File: config.mk
export PLATFORM = sky130hd
export DESIGN_NAME = rx_event_device_flat
export DESIGN_NICKNAME = d
export VERILOG_FILES = /design/src/rx_event_pkg.sv /design/src/rx_event_if.sv /design/src/event_pin_mux.sv /design/src/rx_event_device.sv /design/src/flat_wrapper.sv
export VERILOG_INCLUDE_DIRS = /design/src
export SDC_FILE = /design/constraint.sdc
export NUM_CORES = 1
export LEC_CHECK = 0
export ABC_CLOCK_PERIOD_IN_PS = 2300
export BUFFER_PORTS_ARGS = -buffer_cell sky130_fd_sc_hd__buf_2
export CAP_MARGIN = 10
export CORE_UTILIZATION = 53
export CTS_CLUSTER_SIZE = 12
export DETAILED_ROUTE_END_ITERATION = 10
export PLACE_DENSITY = 0.83
export SLEW_MARGIN = 20
export SYNTH_ARGS = -nofsm -noshare
export SYNTH_HDL_FRONTEND = slang
export SYNTH_SLANG_ARGS = --single-unit
File: constraint.sdc
create_clock -name sys_clk_i -period 2.3 [get_ports sys_clk_i]
set_input_delay 0.46 -clock sys_clk_i [delete_from_list [all_inputs] [get_ports sys_clk_i]]
set_output_delay 0.46 -clock sys_clk_i [all_outputs]
set_load 0.01 [all_outputs]
File: src/rx_event_defs.svh
// Register offsets, field positions, reset values and timing counts for the receive event block
`ifndef RX_EVENT_DEFS_SVH
`define RX_EVENT_DEFS_SVH

`define EVT_SEL_QSTAT_ADDR   8'h0D
`define FILL_FLAGS_ADDR      8'h0E
`define LVL_THRESH_ADDR      8'h0F

// event_pin_select_and_queue_status fields
`define PIN_A_SEL_HI         7
`define PIN_A_SEL_LO         6
`define PIN_B_SEL_HI         5
`define PIN_B_SEL_LO         4
`define QUEUE_FULL_BIT       2
`define QUEUE_NEMPTY_N_BIT   1
`define QUEUE_OVERRUN_BIT    0

// fill_control_and_sticky_flags fields
`define FILL_METHOD_BIT      7
`define FILL_CTRL_BIT        6
`define RES_FIELD_HI         4
`define RES_FIELD_LO         3
`define LEVEL_FLAG_BIT       2
`define LOCK_FLAG_BIT        1
`define LOCK_PIN_EN_BIT      0

`define EVT_SEL_RESET        8'h00
`define FILL_FLAGS_RESET     8'h01
`define LVL_THRESH_RESET     8'h00

// Register port access latency in clock cycles
`define REG_READ_LATENCY     1

`endif

File: src/rx_event_pkg.sv
// Types shared by both ends of the receive event link
package rx_event_pkg;

  typedef enum logic [1:0] {
    MODE_CONTINUOUS = 2'b00,
    MODE_BUFFERED   = 2'b01,
    MODE_PACKET     = 2'b10,
    MODE_PACKET_ALT = 2'b11
  } data_mode_t;

  typedef logic [7:0] reg_byte_t;
  typedef logic [7:0] reg_addr_t;

endpackage : rx_event_pkg

File: src/rx_event_if.sv
// Register port and event pins between receiver and host
interface rx_event_if;
  import rx_event_pkg::*;

  logic      reg_wr;
  logic      reg_rd;
  reg_addr_t reg_addr;
  reg_byte_t reg_wdata;
  reg_byte_t reg_rdata;
  logic      reg_rvalid;
  logic      pin_a;
  logic      pin_b;
  logic      lock_pin_o;
  logic      lock_pin_oe;
  logic      lock_pin;

  // Wire level of the lock pin; floats to 0 for simulation when not driven
  assign lock_pin = lock_pin_oe ? lock_pin_o : 1'b0;

  modport device (
    input  reg_wr, reg_rd, reg_addr, reg_wdata,
    output reg_rdata, reg_rvalid, pin_a, pin_b, lock_pin_o, lock_pin_oe
  );

  modport host (
    output reg_wr, reg_rd, reg_addr, reg_wdata,
    input  reg_rdata, reg_rvalid, pin_a, pin_b, lock_pin
  );
endinterface : rx_event_if

File: src/event_pin_mux.sv
// Source selection for the two event pins
module event_pin_mux
  import rx_event_pkg::*;
(
  input  wire data_mode_t    mode_i,
  input  wire logic [1:0]    sel_a_i,
  input  wire logic [1:0]    sel_b_i,
  input  wire logic          addr_filt_i,
  input  wire logic          sync_i,
  input  wire logic          level_flag_i,
  input  wire logic          byte_wr_i,
  input  wire logic          not_empty_i,
  input  wire logic          frame_done_i,
  input  wire logic          addr_match_i,
  input  wire logic          bit_clk_i,
  input  wire logic          full_i,
  input  wire logic          thresh_i,
  input  wire logic          check_ok_i,
  output logic               next_pin_a_o,
  output logic               next_pin_b_o
);

  always_comb begin
    next_pin_a_o = 1'b0;
    case (mode_i)
      MODE_CONTINUOUS: next_pin_a_o = (sel_a_i == 2'h1) ? level_flag_i : sync_i;
      MODE_BUFFERED: begin
        case (sel_a_i)
          2'h1:    next_pin_a_o = byte_wr_i;
          2'h2:    next_pin_a_o = not_empty_i;
          2'h3:    next_pin_a_o = sync_i;
          default: next_pin_a_o = 1'b0;
        endcase
      end
      default: begin
        case (sel_a_i)
          2'h0:    next_pin_a_o = frame_done_i;
          2'h1:    next_pin_a_o = byte_wr_i;
          2'h2:    next_pin_a_o = not_empty_i;
          default: next_pin_a_o = addr_filt_i ? addr_match_i : sync_i;
        endcase
      end
    endcase
  end

  always_comb begin
    next_pin_b_o = 1'b0;
    if (mode_i == MODE_CONTINUOUS) begin
      next_pin_b_o = bit_clk_i;
    end else begin
      case (sel_b_i)
        2'h1:    next_pin_b_o = full_i;
        2'h2:    next_pin_b_o = level_flag_i;
        2'h3:    next_pin_b_o = thresh_i;
        default: next_pin_b_o = (mode_i == MODE_BUFFERED) ? 1'b0 : check_ok_i;
      endcase
    end
  end

endmodule : event_pin_mux

File: src/rx_event_device.sv
// Receiver end: event pin routing, queue status and sticky flags
`include "rx_event_defs.svh"

module rx_event_device
  import rx_event_pkg::*;
(
  input  wire logic                sys_clk_i,
  input  wire logic                srst_i,
  rx_event_if.device               bus,
  input  wire rx_event_pkg::data_mode_t mode_i,
  input  wire logic                rx_on_i,
  input  wire logic                addr_filt_i,
  input  wire logic                sync_i,
  input  wire logic                byte_wr_i,
  input  wire logic                frame_done_i,
  input  wire logic                addr_match_i,
  input  wire logic                recovered_bit_clock_i,
  input  wire logic                check_ok_i,
  input  wire logic [7:0]          signal_level_i,
  input  wire logic                pll_lock_i,
  input  wire logic                queue_full_i,
  input  wire logic                queue_not_empty_i,
  input  wire logic                queue_thresh_i,
  input  wire logic                overrun_i,
  output logic                     queue_flush_o,
  output logic                     queue_fill_en_o
);
  import rx_event_pkg::*;

  // ==========================================================
  // Register state
  logic [1:0] sel_a;
  logic [1:0] sel_b;
  logic       overrun_flag;
  logic       fill_method;
  logic       fill_ctrl;
  logic [1:0] res_bits;
  logic       signal_level_flag;
  logic       lock_flag;
  logic       lock_pin_en;
  logic [7:0] signal_level_threshold;
  logic       next_pin_a;
  logic       next_pin_b;
  logic       wr_sel;
  logic       wr_fill;
  logic       wr_thr;
  logic       level_hit;
  logic       full_src;
  logic       nempty_src;
  logic       thresh_src;

  // Reset images of the two mixed registers, so fields are cut by position
  localparam logic [7:0] SEL_RST  = `EVT_SEL_RESET;
  localparam logic [7:0] FILL_RST = `FILL_FLAGS_RESET;

  assign wr_sel    = bus.reg_wr && (bus.reg_addr == `EVT_SEL_QSTAT_ADDR);
  assign wr_fill   = bus.reg_wr && (bus.reg_addr == `FILL_FLAGS_ADDR);
  assign wr_thr    = bus.reg_wr && (bus.reg_addr == `LVL_THRESH_ADDR);
  assign level_hit = signal_level_i > signal_level_threshold;

  // Queue sources stay valid regardless of rx_on_i so the host can drain in standby
  assign full_src   = queue_full_i;
  assign nempty_src = queue_not_empty_i;
  assign thresh_src = queue_thresh_i;

  // ==========================================================
  // Selector and configuration bits
  always_ff @(posedge sys_clk_i) begin
    if (srst_i) begin
      sel_a <= SEL_RST[`PIN_A_SEL_HI:`PIN_A_SEL_LO];
      sel_b <= SEL_RST[`PIN_B_SEL_HI:`PIN_B_SEL_LO];
    end else if (wr_sel) begin
      sel_a <= bus.reg_wdata[`PIN_A_SEL_HI:`PIN_A_SEL_LO];
      sel_b <= bus.reg_wdata[`PIN_B_SEL_HI:`PIN_B_SEL_LO];
    end
  end

  always_ff @(posedge sys_clk_i) begin
    if (srst_i) begin
      fill_method <= FILL_RST[`FILL_METHOD_BIT];
      res_bits    <= FILL_RST[`RES_FIELD_HI:`RES_FIELD_LO];
      lock_pin_en <= FILL_RST[`LOCK_PIN_EN_BIT];
    end else if (wr_fill) begin
      fill_method <= bus.reg_wdata[`FILL_METHOD_BIT];
      res_bits    <= bus.reg_wdata[`RES_FIELD_HI:`RES_FIELD_LO];
      lock_pin_en <= bus.reg_wdata[`LOCK_PIN_EN_BIT];
    end
  end

  always_ff @(posedge sys_clk_i) begin
    if (srst_i) begin
      signal_level_threshold <= `LVL_THRESH_RESET;
    end else if (wr_thr) begin
      signal_level_threshold <= bus.reg_wdata;
    end
  end

  // ==========================================================
  // Sticky flags: a set in the clearing cycle wins
  always_ff @(posedge sys_clk_i) begin
    if (srst_i) begin
      overrun_flag <= 1'b0;
    end else if (overrun_i) begin
      overrun_flag <= 1'b1;
    end else if (wr_sel && bus.reg_wdata[`QUEUE_OVERRUN_BIT]) begin
      overrun_flag <= 1'b0;
    end
  end

  // Flush pulse accompanies the overrun clear
  always_ff @(posedge sys_clk_i) begin
    if (srst_i) begin
      queue_flush_o <= 1'b0;
    end else begin
      queue_flush_o <= wr_sel && bus.reg_wdata[`QUEUE_OVERRUN_BIT];
    end
  end

  always_ff @(posedge sys_clk_i) begin
    if (srst_i) begin
      signal_level_flag <= 1'b0;
    end else if (level_hit && rx_on_i) begin
      signal_level_flag <= 1'b1;
    end else if (wr_fill && bus.reg_wdata[`LEVEL_FLAG_BIT]) begin
      signal_level_flag <= 1'b0;
    end
  end

  // Set tracks the rising edge of lock so a cleared bit stays clear while lock holds
  logic pll_lock_d;
  always_ff @(posedge sys_clk_i) begin
    if (srst_i) begin
      pll_lock_d <= 1'b0;
      lock_flag  <= 1'b0;
    end else begin
      pll_lock_d <= pll_lock_i;
      if (pll_lock_i && !pll_lock_d) begin
        lock_flag <= 1'b1;
      end else if (!pll_lock_i) begin
        lock_flag <= 1'b0;
      end else if (wr_fill && bus.reg_wdata[`LOCK_FLAG_BIT]) begin
        lock_flag <= 1'b0;
      end
    end
  end

  // ==========================================================
  // Fill control
  always_ff @(posedge sys_clk_i) begin
    if (srst_i) begin
      fill_ctrl <= 1'b0;
    end else if (fill_method) begin
      if (wr_fill) begin
        fill_ctrl <= bus.reg_wdata[`FILL_CTRL_BIT];
      end
    end else if (sync_i && !fill_ctrl && mode_i == MODE_BUFFERED) begin
      fill_ctrl <= 1'b1;
    end else if (wr_fill && bus.reg_wdata[`FILL_CTRL_BIT] && !overrun_flag) begin
      fill_ctrl <= 1'b0;
    end
  end

  always_ff @(posedge sys_clk_i) begin
    if (srst_i) begin
      queue_fill_en_o <= 1'b0;
    end else begin
      queue_fill_en_o <= (mode_i == MODE_BUFFERED) ? fill_ctrl : rx_on_i;
    end
  end

  // ==========================================================
  // Event pins
  event_pin_mux u_mux (
    .mode_i       (mode_i),
    .sel_a_i      (sel_a),
    .sel_b_i      (sel_b),
    .addr_filt_i  (addr_filt_i),
    .sync_i       (sync_i),
    .level_flag_i (signal_level_flag),
    .byte_wr_i    (byte_wr_i),
    .not_empty_i  (nempty_src),
    .frame_done_i (frame_done_i),
    .addr_match_i (addr_match_i),
    .bit_clk_i    (recovered_bit_clock_i),
    .full_i       (full_src),
    .thresh_i     (thresh_src),
    .check_ok_i   (check_ok_i),
    .next_pin_a_o (next_pin_a),
    .next_pin_b_o (next_pin_b)
  );

  // One register stage only, so outputs stay flop-driven; sticky flags hold until cleared
  always_ff @(posedge sys_clk_i) begin
    if (srst_i) begin
      bus.pin_a       <= 1'b0;
      bus.pin_b       <= 1'b0;
      bus.lock_pin_o  <= 1'b0;
      bus.lock_pin_oe <= 1'b0;
    end else begin
      bus.pin_a       <= next_pin_a;
      bus.pin_b       <= next_pin_b;
      bus.lock_pin_o  <= lock_flag;
      bus.lock_pin_oe <= lock_pin_en;
    end
  end

  // ==========================================================
  // Read port
  always_ff @(posedge sys_clk_i) begin
    if (srst_i) begin
      bus.reg_rdata  <= 8'h00;
      bus.reg_rvalid <= 1'b0;
    end else begin
      bus.reg_rvalid <= bus.reg_rd;
      case (bus.reg_addr)
        `EVT_SEL_QSTAT_ADDR: bus.reg_rdata <= {sel_a, sel_b, 1'b0,
                                               queue_full_i,
                                               queue_not_empty_i,
                                               overrun_flag};
        `FILL_FLAGS_ADDR:    bus.reg_rdata <= {fill_method, fill_ctrl, 1'b0, res_bits,
                                               signal_level_flag, lock_flag, lock_pin_en};
        `LVL_THRESH_ADDR:    bus.reg_rdata <= signal_level_threshold;
        default:             bus.reg_rdata <= 8'h00;
      endcase
    end
  end

endmodule : rx_event_device

File: src/flat_wrapper.sv
// flat-port wrapper written by rule: the top's interface ports become plain ports
module rx_event_device_flat import rx_event_pkg::*;
  (sys_clk_i, srst_i, mode_i, rx_on_i, addr_filt_i, sync_i, byte_wr_i, frame_done_i, addr_match_i, recovered_bit_clock_i, check_ok_i, signal_level_i, pll_lock_i, queue_full_i, queue_not_empty_i, queue_thresh_i, overrun_i, queue_flush_o, queue_fill_en_o, bus_reg_wr, bus_reg_rd, bus_reg_addr, bus_reg_wdata, bus_reg_rdata, bus_reg_rvalid, bus_pin_a, bus_pin_b, bus_lock_pin_o, bus_lock_pin_oe);
  rx_event_if bus_i ();
  input  wire logic sys_clk_i;
  input  wire logic srst_i;
  input  wire rx_event_pkg::data_mode_t mode_i;
  input  wire logic rx_on_i;
  input  wire logic addr_filt_i;
  input  wire logic sync_i;
  input  wire logic byte_wr_i;
  input  wire logic frame_done_i;
  input  wire logic addr_match_i;
  input  wire logic recovered_bit_clock_i;
  input  wire logic check_ok_i;
  input  wire logic [7:0] signal_level_i;
  input  wire logic pll_lock_i;
  input  wire logic queue_full_i;
  input  wire logic queue_not_empty_i;
  input  wire logic queue_thresh_i;
  input  wire logic overrun_i;
  output logic queue_flush_o;
  output logic queue_fill_en_o;
  input wire logic [$bits(bus_i.reg_wr)-1:0] bus_reg_wr;
  input wire logic [$bits(bus_i.reg_rd)-1:0] bus_reg_rd;
  input wire logic [$bits(bus_i.reg_addr)-1:0] bus_reg_addr;
  input wire logic [$bits(bus_i.reg_wdata)-1:0] bus_reg_wdata;
  output wire logic [$bits(bus_i.reg_rdata)-1:0] bus_reg_rdata;
  output wire logic [$bits(bus_i.reg_rvalid)-1:0] bus_reg_rvalid;
  output wire logic [$bits(bus_i.pin_a)-1:0] bus_pin_a;
  output wire logic [$bits(bus_i.pin_b)-1:0] bus_pin_b;
  output wire logic [$bits(bus_i.lock_pin_o)-1:0] bus_lock_pin_o;
  output wire logic [$bits(bus_i.lock_pin_oe)-1:0] bus_lock_pin_oe;
  assign bus_i.reg_wr = bus_reg_wr;
  assign bus_i.reg_rd = bus_reg_rd;
  assign bus_i.reg_addr = bus_reg_addr;
  assign bus_i.reg_wdata = bus_reg_wdata;
  assign bus_reg_rdata = bus_i.reg_rdata;
  assign bus_reg_rvalid = bus_i.reg_rvalid;
  assign bus_pin_a = bus_i.pin_a;
  assign bus_pin_b = bus_i.pin_b;
  assign bus_lock_pin_o = bus_i.lock_pin_o;
  assign bus_lock_pin_oe = bus_i.lock_pin_oe;
  rx_event_device u_core (.sys_clk_i(sys_clk_i), .srst_i(srst_i), .bus(bus_i), .mode_i(mode_i), .rx_on_i(rx_on_i), .addr_filt_i(addr_filt_i), .sync_i(sync_i), .byte_wr_i(byte_wr_i), .frame_done_i(frame_done_i), .addr_match_i(addr_match_i), .recovered_bit_clock_i(recovered_bit_clock_i), .check_ok_i(check_ok_i), .signal_level_i(signal_level_i), .pll_lock_i(pll_lock_i), .queue_full_i(queue_full_i), .queue_not_empty_i(queue_not_empty_i), .queue_thresh_i(queue_thresh_i), .overrun_i(overrun_i), .queue_flush_o(queue_flush_o), .queue_fill_en_o(queue_fill_en_o));
endmodule
==> results of run 1 <==
-- power breakdown --
part	switching [mW]	total [mW]	leakage [nW]	internal, mW
Combinational	0.0681	0.136	0.740	0.0684
Clock	0.199	0.372	0.0374	0.173
Sequential	0.00805	0.645	0.293	0.637
Total	0.275	1.15	1.07	0.878
-- worst min path at each step --
stage | start | to | cells after the start
2_1_floorplan | u_core.pll_lock_d | u_core.lock_flag | 1
3_3_place_gp | u_core.pll_lock_d | u_core.lock_flag | 1
3_5_place_dp | u_core.pll_lock_d | u_core.lock_flag | 1
4_1_cts | bus_reg_rd | u_core.bus.reg_rvalid | 2
5_1_grt | bus_reg_rd | u_core.bus.reg_rvalid | 2
6_report | bus_reg_rd | u_core.bus.reg_rvalid | 2
-- logic make-up (layout without fill, tap and decap cells) --
kind of cell,count (synthesis),in the layout,share of synthesized area
mux,27,27,0.1683
compound gates,32,32,0.1239
simple gates,60,60,0.1805
buf+inv,24,82,0.05730
flops,36,36,0.4126
fa+ha+maj,8,8,0.05731
-- layout by cell type (no fill, tap or decap), drive strengths merged, types with 2 or more instances in the layout --
master  synthesis  final
or4             2      2
nor3            2      2
buf             3     59
a211oi          2      2
a21oi           6      6
clkbuf          5      7
or2             2      2
and3            4      4
dfxtp          36     36
nand3           2      2
ha              8      8
nand2b          2      2
nor2           26     26
a21o            2      2
a22oi           6      6
mux2            9      9
o21ai           7      7
mux2i          17     17
inv            16     16
nor2b           8      8
nand2           7      7
-- area by class of cell --
class | count | area, µm²
clock buffers | 7 | 65.06
repair buffers | 59 | 300.3
fillers | 263 | 950.9
multi-input cells | 127 | 925.9
flip-flops and latches | 36 | 720.7
well taps | 44 | 55.05
inverters | 16 | 60.06
-- per-stage QoR --
step / hold WS, ps / std cells / utilization
2_1_floorplan: 393.1 / 187 / -
3_3_place_gp: 398.2 / 282 / 0.6699
3_5_place_dp: 406.9 / 282 / 0.6699
4_1_cts: 323.6 / 289 / 0.6911
5_1_grt: 340.2 / 289 / 0.6911
6_report: 325.4 / 289 / 0.6911
-- registers in the layout (all words and copies together), names as in the netlist, 2 cells and up --
| signal | flops |
|---|---|
| u_core.bus.reg_rdata | 8 |
| u_core.signal_level_threshold | 8 |
| u_core.res_bits | 2 |
| u_core.sel_a | 2 |
| u_core.sel_b | 2 |
-- worst register-to-register path, delay by kind of cell (launching register included) --
family | cells | cell delay (ps)
fa+ha+maj | 1 | 280
compound gates | 3 | 550
simple gates | 1 | 200
flops | 1 | 360
buf+inv | 1 | 50
-- layer usage --
layer | vias to the layer above | GRT usage | wire length, µm
li1 | 768 | - | -
met1 | 707 | 0.2879 | 1626
met2 | 64 | 0.4157 | 1776
met3 | 18 | 0.05459 | 243
met4 | 0 | 0.1633 | 148
met5 | - | 0 | 0
==> out/qor.txt, run 1 <==
largest net degree at the start of global routing -> 30
setup ws final -> 755.6 ps
setup tns final -> 0 ps
Synth cell types -> 41
skew final -> 6.914 ps
Tot Pwr -> 1.153 mW
first-iteration detailed-routing DRC count -> 58
synthesized instance count -> 187
Pleak -> 1.070 nW
Slew HR -> 0.7256
final period utilization -> 0.6715
area grow syn2layout -> 21.78%
row cnt -> 20
crit path from -> u_core.signal_level_threshold[3]
Die H -> 59.41 µm
Seq cells post-synth -> 36
slowest stage cell, crit path -> dfxtp_1
initial antenna violation count -> 0
via count -> 1557
post-synth top area cell -> dfxtp_1
GRT Total Usage -> 0.2501
fraction of registers with async set/reset -> 0
Skew-Pair Late Insertion Delay -> 340 ps
Cell Area, Synth -> 1747 µm²
ANT nets after route -> 0
Fin. Hold Viols -> 0
end of the critical path -> u_core.signal_level_flag
fin area -> 2127 µm²
CTS max path bufs -> 2
Crit. End Element -> flop
DR pass1 iterations -> 4
Die ar. -> 3529 µm²
CTS tree -> yes
pre-CTS setup slack -> 447.6 ps
peak supply drop -> 0.0003267 V
clock sinks -> 36
FF-to-FF Start -> u_core.signal_level_threshold[3]
sequential share of the synthesized area -> 0.4126
DRC viols -> 0
Worst Hold Class -> in2reg
layout cells sized above 1 -> 0.3224
Yosys warning total -> 0
largest cells by area after synthesis -> dfxtp_1 41%, mux2i_1 9.7%, mux2_2 5.8%
data arrival time of the critical path -> 1780 ps
CTS root buf -> clkbuf_4
H-tree depth -> 2
vias per inst -> 5.388
reg2reg end -> u_core.signal_level_flag
Levels on crit path -> 6
Mean Syn Cell Area -> 9.341 µm²
placed cell area -> 2062 µm²
delay-heaviest family, CP -> compound AO/OA/AOI/OAI gates
nets@finish -> 296
setup violators final -> 0
core area -> 3078 µm²
CTS Buf Count -> 5
most frequent cell after synthesis -> dfxtp_1
wire length after detailed routing -> 3.795 mm
R2R Setup Slk -> 760 ps
area share of the largest cell type after synthesis -> 0.4126
Worst Tran Pin Value -> 408.4 ps
Clock transition at path regs -> 100 ps
Starting Density -> 0.5675
Crit Path Max Fanout -> 3
n_diodes -> 0
Buffers & Inverters on Critical Path -> 1
drt wl/cell -> 13.13 µm
num ports -> 58
GRT Residual Overflow -> 0
post-CTS repair timing setup buffer count -> 0
cell area power density -> 542.1 nW/µm²
Max Cap Viol -> 0
outcome -> finished, final reports clean
detailed placer's ending HPWL -> 2.901 mm
via count of the first global-routing pass -> 1510
Hold-fix buffers, CTS -> 0
Post-Syn Nets -> 238
RSZ-0062 raised after global routing -> no
Cell Chain, Critical Path -> inv_1 > ha_1 > a21o_1 > a221oi_1 > and3b_1 > o41ai_1
die width -> 59.41 µm
worst r2r path cells -> 6
EDFF count, synth -> 0
crit start category -> flop
Post-synth top flop -> dfxtp_1
Slew Viols, Final -> 0
most instantiated cells after synthesis -> 36 x dfxtp_1, 26 x nor2_1, 17 x mux2i_1
PostCTS Resize Cnt -> 0
Period minus WS final -> 1544 ps
Worst EP required -> 2530 ps
first-pass GRT wire length -> 6.375 mm
IO Port Bufs -> 57
routability congestion estimate -> 0.9127
Crit path largest cell delay -> 360 ps
Max Freq -> 0.6475 GHz
CP Class -> reg2reg
No activity file was read; power rests on OpenSTA's default activity.
==> inputs of run 2 (changes only) <==
--- a/config.mk
+++ b/config.mk
@@ -6,13 +6,14 @@
 export SDC_FILE = /design/constraint.sdc
 export NUM_CORES = 1
 export LEC_CHECK = 0
-export ABC_CLOCK_PERIOD_IN_PS = 2300
+export ABC_AREA = 1
+export ABC_CLOCK_PERIOD_IN_PS = 1360
 export BUFFER_PORTS_ARGS = -buffer_cell sky130_fd_sc_hd__buf_2
 export CAP_MARGIN = 10
-export CORE_UTILIZATION = 53
+export CORE_UTILIZATION = 45
 export CTS_CLUSTER_SIZE = 12
 export DETAILED_ROUTE_END_ITERATION = 10
-export PLACE_DENSITY = 0.83
+export PLACE_DENSITY = 0.75
 export SLEW_MARGIN = 20
 export SYNTH_ARGS = -nofsm -noshare
 export SYNTH_HDL_FRONTEND = slang
==> constraint.sdc (replaced) <==
create_clock -name sys_clk_i -period 1.36 [get_ports sys_clk_i]
set_input_delay 0.272 -clock sys_clk_i [delete_from_list [all_inputs] [get_ports sys_clk_i]]
set_output_delay 0.272 -clock sys_clk_i [all_outputs]
set_load 0.01 [all_outputs]
==> out/qor.txt, run 2 <==
outcome -> finished, final reports clean
Mean Syn Cell Area -> 7.368 µm² (-21%)
detailed placer's ending HPWL -> 3.481 mm (+20%)
Cell Chain, Critical Path -> inv_1 > ha_1 > a21oi_1 > o21a_1 > nand2_1 > nand2_1 > a21oi_2
Die ar. -> 4218 µm² (+20%)
wire length after detailed routing -> 4.328 mm (+14%)
die width -> 64.95 µm (+9.3%)
Seq cells post-synth -> 36 (unchanged)
Worst Hold End -> u_core.bus.reg_rvalid
Worst EP required -> 1550 ps (-980 ps)
Worst Hold Class -> in2reg
Max Cap Viol -> 0 (unchanged)
most instantiated cells after synthesis -> 43 x inv_1, 36 x dfxtp_1, 36 x nand2_1
Post-synth top flop -> dfxtp_1
drt wl/cell -> 11.86 µm (-9.7%)
commonest non-fill, non-tap cell in the layout -> buf_2
reg2reg end -> u_core.signal_level_flag
Post-Syn Nets -> 293 (+23%)
area grow syn2layout -> 32.28%
DR pass1 iterations -> 4 (unchanged)
Period minus WS final -> 1275 ps (-269.1 ps)
worst r2r path cells -> 7 (+1)
most frequent cells in the layout -> 57 x buf_2, 41 x inv_1, 36 x nand2_1, 34 x dfxtp_1, 25 x a21oi_1
initial antenna violation count -> 0 (unchanged)
ANT nets after route -> 0 (unchanged)
Crit. End Element -> flop
synthesized instance count -> 242 (+29%)
DRC viols -> 0 (unchanged)
Crit path largest cell delay -> 310 ps (-50 ps)
Die H -> 64.95 µm (+9.3%)
peak supply drop -> 0.0005396 V (+65%)
Clock transition at path regs -> 80 ps (-20 ps)
nets@finish -> 367 (+24%)
Max Freq -> 0.7841 GHz (+21%)
worst hold margin -> 177.3 ps (-148.1 ps)
CTS root buf -> clkbuf_8
cell area power density -> 965.7 nW/µm² (+78%)
Cell Area, Synth -> 1783 µm² (+2.1%)
post-CTS repair timing setup buffer count -> 0 (unchanged)
post-synth top area cell -> dfxtp_1
pre-CTS setup slack -> -51.01 ps (-498.6 ps)
GRT Residual Overflow -> 0 (unchanged)
area share of the largest cell type after synthesis -> 0.4042 (-0.008397)
Slew Viols, Final -> 0 (unchanged)
Pleak -> 1.138 nW (+6.3%)
num ports -> 58 (unchanged)
most frequent cell after synthesis -> inv_1
crit start category -> flop
Fin. Hold Viols -> 0 (unchanged)
data arrival time of the critical path -> 1460 ps (-320 ps)
slowest stage cell, crit path -> dfxtp_1
layout cells sized above 1 -> 0.3281 (+0.005627)
Largest regs -> u_core.bus.reg_rdata: 8 flops, u_core.signal_level_threshold: 8 flops
setup ws final -> 84.68 ps (-670.9 ps)
row cnt -> 22 (+10%)
vias per inst -> 4.849 (-10%)
Buffers & Inverters on Critical Path -> 1 (unchanged)
R2R Setup Slk -> 80 ps (-670 ps)
first-iteration detailed-routing DRC count -> 107 (+84%)
FF-to-FF Start -> u_core.signal_level_threshold[7]
final period utilization -> 0.9377 (+0.2663)
setup violators final -> 0 (unchanged)
n_diodes -> 0 (unchanged)
largest net degree at the start of global routing -> 13 (-57%)
H-tree depth -> 2 (unchanged)
fraction of registers with async set/reset -> 0 (unchanged)
CTS max path bufs -> 2 (unchanged)
Yosys warning total -> 0 (unchanged)
setup tns final -> 0 ps (unchanged)
cell repeated most along the worst path -> nand2_1
Worst Tran Pin Value -> 286.1 ps (-122.3 ps)
hold_sp -> bus_reg_rd
Slew HR -> 0.8085 (+0.08291)
CTS Buf Count -> 5 (unchanged)
first-pass GRT wire length -> 7.383 mm (+16%)
CTS tree -> yes
Starting Density -> 0.4763 (-0.09121)
core area -> 3744 µm² (+22%)
via count of the first global-routing pass -> 1718 (+14%)
routability congestion estimate -> 0.9208 (+0.89%)
crit path from -> u_core.signal_level_threshold[7]
delay-heaviest family, CP -> compound AO/OA/AOI/OAI gates
Synth cell types -> 26 (-37%)
via count -> 1770 (+14%)
Skew-Pair Late Insertion Delay -> 290 ps (-50 ps)
IO Port Bufs -> 57 (unchanged)
Crit Path Max Fanout -> 3 (unchanged)
sequential share of the synthesized area -> 0.4042 (-0.008397)
skew final -> 4.351 ps (-2.564 ps)
clock sinks -> 36 (unchanged)
largest cells by area after synthesis -> dfxtp_1 40%, inv_1 9.1%, a21oi_1 7.6%
Hold Path Stages -> 3 (+1)
CP Class -> reg2reg
EDFF count, synth -> 0 (unchanged)
GRT Total Usage -> 0.2327 (-0.01746)
-- run 2: per-layer routing --
layer	global-route usage	vias up	wire length [µm]	share of wire
met5	0	-	0	0
met4	0.09167	0	63	0.015
met3	0.04401	7	249	0.058
met2	0.4010	54	2069	0.48
met1	0.2816	768	1945	0.45
li1	-	941	-	-
-- run 2: final cells by class --
| cell class | count | area [µm²] |
|---|---|---|
| Clock buffer | 5 | 68.82 |
| Clock inverter | 3 | 42.54 |
| Fill cell | 387 | 1385 |
| Inverter | 44 | 166.4 |
| Multi-Input combinational cell | 157 | 899.6 |
| Sequential cell | 36 | 723.2 |
| Tap cell | 48 | 60.06 |
| Timing Repair Buffer | 72 | 397.9 |
-- run 2: metrics by stage --
step                      total power, mW  area [µm²]  std cells    util
final                               2.278        2359        365  0.6300
after global routing                2.374        2359        365  0.6300
after CTS                           2.287        2318        365  0.6193
after detailed placement            1.348        2207        357  0.5896
after global placement              1.342        2207        357  0.5896
after floorplan                     1.224        1783        242       -
-- run 2: report_power, final --
group / leakage [nW] / internal [mW] / switching [mW] / total, mW
Sequential: 0.294 / 1.07 / 0.0118 / 1.09
Combinational: 0.790 / 0.114 / 0.135 / 0.249
Clock: 0.0541 / 0.542 / 0.401 / 0.943
Total: 1.14 / 1.73 / 0.547 / 2.28
-- run 2: cell families after synthesis --
kind of cell | Yosys count | synth area share
adders and majority gates | 8 | 0.05614
AOI/OAI and AO/OA | 65 | 0.2056
buffers and inverters | 49 | 0.1123
DFF | 36 | 0.4042
and+or+nand+nor | 84 | 0.2218
-- run 2: worst max path at each step --
stage	endpoint	slack (ps)	cells after the start
3_5_place_dp	u_core.signal_level_threshold[5]	-50	7
5_1_grt	u_core.signal_level_flag	-10	9
2_1_floorplan	u_core.signal_level_threshold[4]	180	7
3_3_place_gp	u_core.signal_level_threshold[5]	-40	7
6_report	u_core.signal_level_flag	80	7
4_1_cts	u_core.signal_level_flag	90	10
-- run 2: worst min-delay path, stage by stage --
cell    delay, ps
buf_2         100
inv_1          40
nor2_1         30
-- run 2: what timing repair did --
item,CTS,global route
hold buffers,0,0
resized for setup,0,10
endpoints found under the setup margin,0,1
==> inputs of run 3 (changes only) <==
--- a/config.mk
+++ b/config.mk
@@ -6,7 +6,6 @@
 export SDC_FILE = /design/constraint.sdc
 export NUM_CORES = 1
 export LEC_CHECK = 0
-export ABC_AREA = 1
 export ABC_CLOCK_PERIOD_IN_PS = 1360
 export BUFFER_PORTS_ARGS = -buffer_cell sky130_fd_sc_hd__buf_2
 export CAP_MARGIN = 10
==> out/qor.txt, run 3 (same netlist as run 1, synthesis figures left out) <==
outcome -> complete, but fails checks
failing checks -> setup timing
RSZ-0062 raised after global routing -> yes
CTS root buf -> clkbuf_8
top layer in use -> met4
Finished Layout Cells -> 314 (-14%)
num ports -> 58 (unchanged)
delay-heaviest family, CP -> compound AO/OA/AOI/OAI gates
nets@finish -> 316 (-14%)
vias per inst -> 5.146 (+6.1%)
hold_sp -> overrun_i
setup ws final -> -81.93 ps (-166.6 ps)
DR pass1 iterations -> 6 (+2)
Die H -> 64.30 µm (-0.99%)
CTS tree -> yes
met2 WL -> 2.135 mm (+3.2%)
initial antenna violation count -> 0 (unchanged)
layout cells sized above 1 -> 0.4549 (+0.1268)
Max Freq -> 0.6935 GHz (-12%)
commonest non-fill, non-tap cell in the layout -> buf_2
FF-to-FF Start -> u_core.signal_level_threshold[3]
setup violators final -> 1 (+1)
DRC viols -> 0 (unchanged)
slowest stage cell, crit path -> dfxtp_2
Skew-Pair Late Insertion Delay -> 290 ps (about the same)
Max Cap Viol -> 0 (unchanged)
ANT nets after route -> 0 (unchanged)
drt wl/cell -> 13.68 µm (+15%)
Hold-fix buffers, CTS -> 0 (unchanged)
Crit path largest cell delay -> 330 ps (+20 ps)
Worst Hold Class -> in2reg
wire length after detailed routing -> 4.296 mm (-0.74%)
Die ar. -> 4134 µm² (-2.0%)
skew final -> 8.375 ps (+4.025 ps)
row cnt -> 22 (unchanged)
peak supply drop -> 0.0006407 V (+19%)
Fin. Hold Viols -> 0 (unchanged)
fin area -> 2410 µm² (+2.2%)
final period utilization -> 1.060 (+0.1225)
Pleak -> 1.203 nW (+5.7%)
Crit Path Max Fanout -> 2 (-1)
IO Port Bufs -> 57 (unchanged)
first-pass GRT wire length -> 6.865 mm (-7.0%)
n_diodes -> 0 (unchanged)
Cell Chain, Critical Path -> inv_2 > ha_4 > a21o_1 > a221oi_2 > and3b_1 > o41ai_2
CTS Buf Count -> 5 (unchanged)
crit path from -> u_core.signal_level_threshold[3]
core area -> 3689 µm² (-1.5%)
Cells after DPL -> 303 (-15%)
Clock transition at path regs -> 80 ps (about the same)
DR WL met3 -> 177 µm (-29%)
H-tree depth -> 2 (unchanged)
GRT Total Usage -> 0.2191 (-0.01356)
via count of the first global-routing pass -> 1536 (-11%)
most frequent cells in the layout -> 57 x buf_2, 27 x dfxtp_1, 26 x nor2_1, 22 x buf_4, 17 x mux2i_1
Starting Density -> 0.4735 (-0.002729)
CP Class -> reg2reg
Period minus WS final -> 1442 ps (+166.6 ps)
detailed placer's ending HPWL -> 3.011 mm (-13%)
data arrival time of the critical path -> 1620 ps (+160 ps)
first-iteration detailed-routing DRC count -> 81 (-24%)
WL met1 -> 1.935 mm (-0.51%)
Slew Viols, Final -> 0 (unchanged)
Largest regs -> u_core.bus.reg_rdata: 8 flops, u_core.signal_level_threshold: 8 flops
routability congestion estimate -> 0.8871 (-3.7%)
Buffers & Inverters on Critical Path -> 1 (unchanged)
CTS max path bufs -> 2 (unchanged)
Crit. End Element -> flop
Worst Tran Pin Value -> 464.0 ps (+177.9 ps)
GRT Residual Overflow -> 0 (unchanged)
largest net degree at the start of global routing -> 30 (+17)
clock sinks -> 36 (unchanged)
final core occ -> 0.6533 (+0.02331)
cell area power density -> 953.2 nW/µm² (-1.3%)
Worst EP required -> 1540 ps (about the same)
crit start category -> flop
placed cell area -> 2196 µm² (-0.51%)
via count -> 1616 (-8.7%)
area grow syn2layout -> 37.97%
die width -> 64.30 µm (-0.99%)
Slew HR -> 0.6886 (-0.1200)
run 3: cell types whose count changed in the layout (fill, tap and decap cells not counted), sizes merged, moves of 9 or more:
cell	delta
nand3	-15
nand2	-32
mux2i	+17
mux2	+9
a21oi	-23
inv	-27
o21ai	-18
run 3: per-stage QoR:
stage / power (mW) / TNS [ps] / setup WS (ps) / hold slack, ps
2_1_floorplan: 1.232 / -831.1 / -101.3 / 351.7
3_3_place_gp: 1.358 / -3491 / -270.0 / 398.2
3_5_place_dp: 1.364 / -3862 / -321.1 / 413.1
4_1_cts: 2.293 / -79.94 / -79.94 / 201.9
5_1_grt: 2.386 / -137.8 / -137.8 / 231.1
6_report: 2.297 / -81.93 / -81.93 / 207.9
run 3: final timing paths:
kind / end / slack, ps / cells past startpoint
max: u_core.signal_level_flag / -80 / 6
min: u_core.overrun_flag / 210 / 3
max reg2reg: u_core.signal_level_flag / -80 / 6
min reg2reg: u_core.lock_flag / 420 / 1
run 3: what timing repair did:
action,CTS,global route
pin swaps,7,7
setup endpoints to repair,4,2
hold endpoints to repair,0,0
gates resized for setup,13,8
setup buffers,1,2
gates cloned,0,0
run 3: layout make-up:
cell class / instances / area, µm²
Clock inverter: 3 / 42.54
Clock buffer: 5 / 68.82
Timing Repair Buffer: 79 / 450.4
Sequential cell: 36 / 732.0
Inverter: 16 / 60.06
Multi-Input combinational cell: 127 / 996.0
Tap cell: 48 / 60.06
Fill cell: 326 / 1279
run 3: worst min-delay path, stage by stage:
cell and delay (ps):
buf_2 90, inv_1 40, a21oi_1 50
run 3: layer usage:
| metal | up-vias | GRT usage |
|---|---|---|
| li1 | 808 | - |
| met1 | 755 | 0.2662 |
| met2 | 45 | 0.3882 |
| met3 | 8 | 0.03929 |
| met4 | 0 | 0.06667 |
| met5 | - | 0 |
run 3: where the power goes:
| group | switching, mW | internal (mW) |
|---|---|---|
| combinational | 0.132 | 0.145 |
| sequential | 0.0149 | 1.08 |
| clock | 0.387 | 0.542 |
| total | 0.534 | 1.76 |
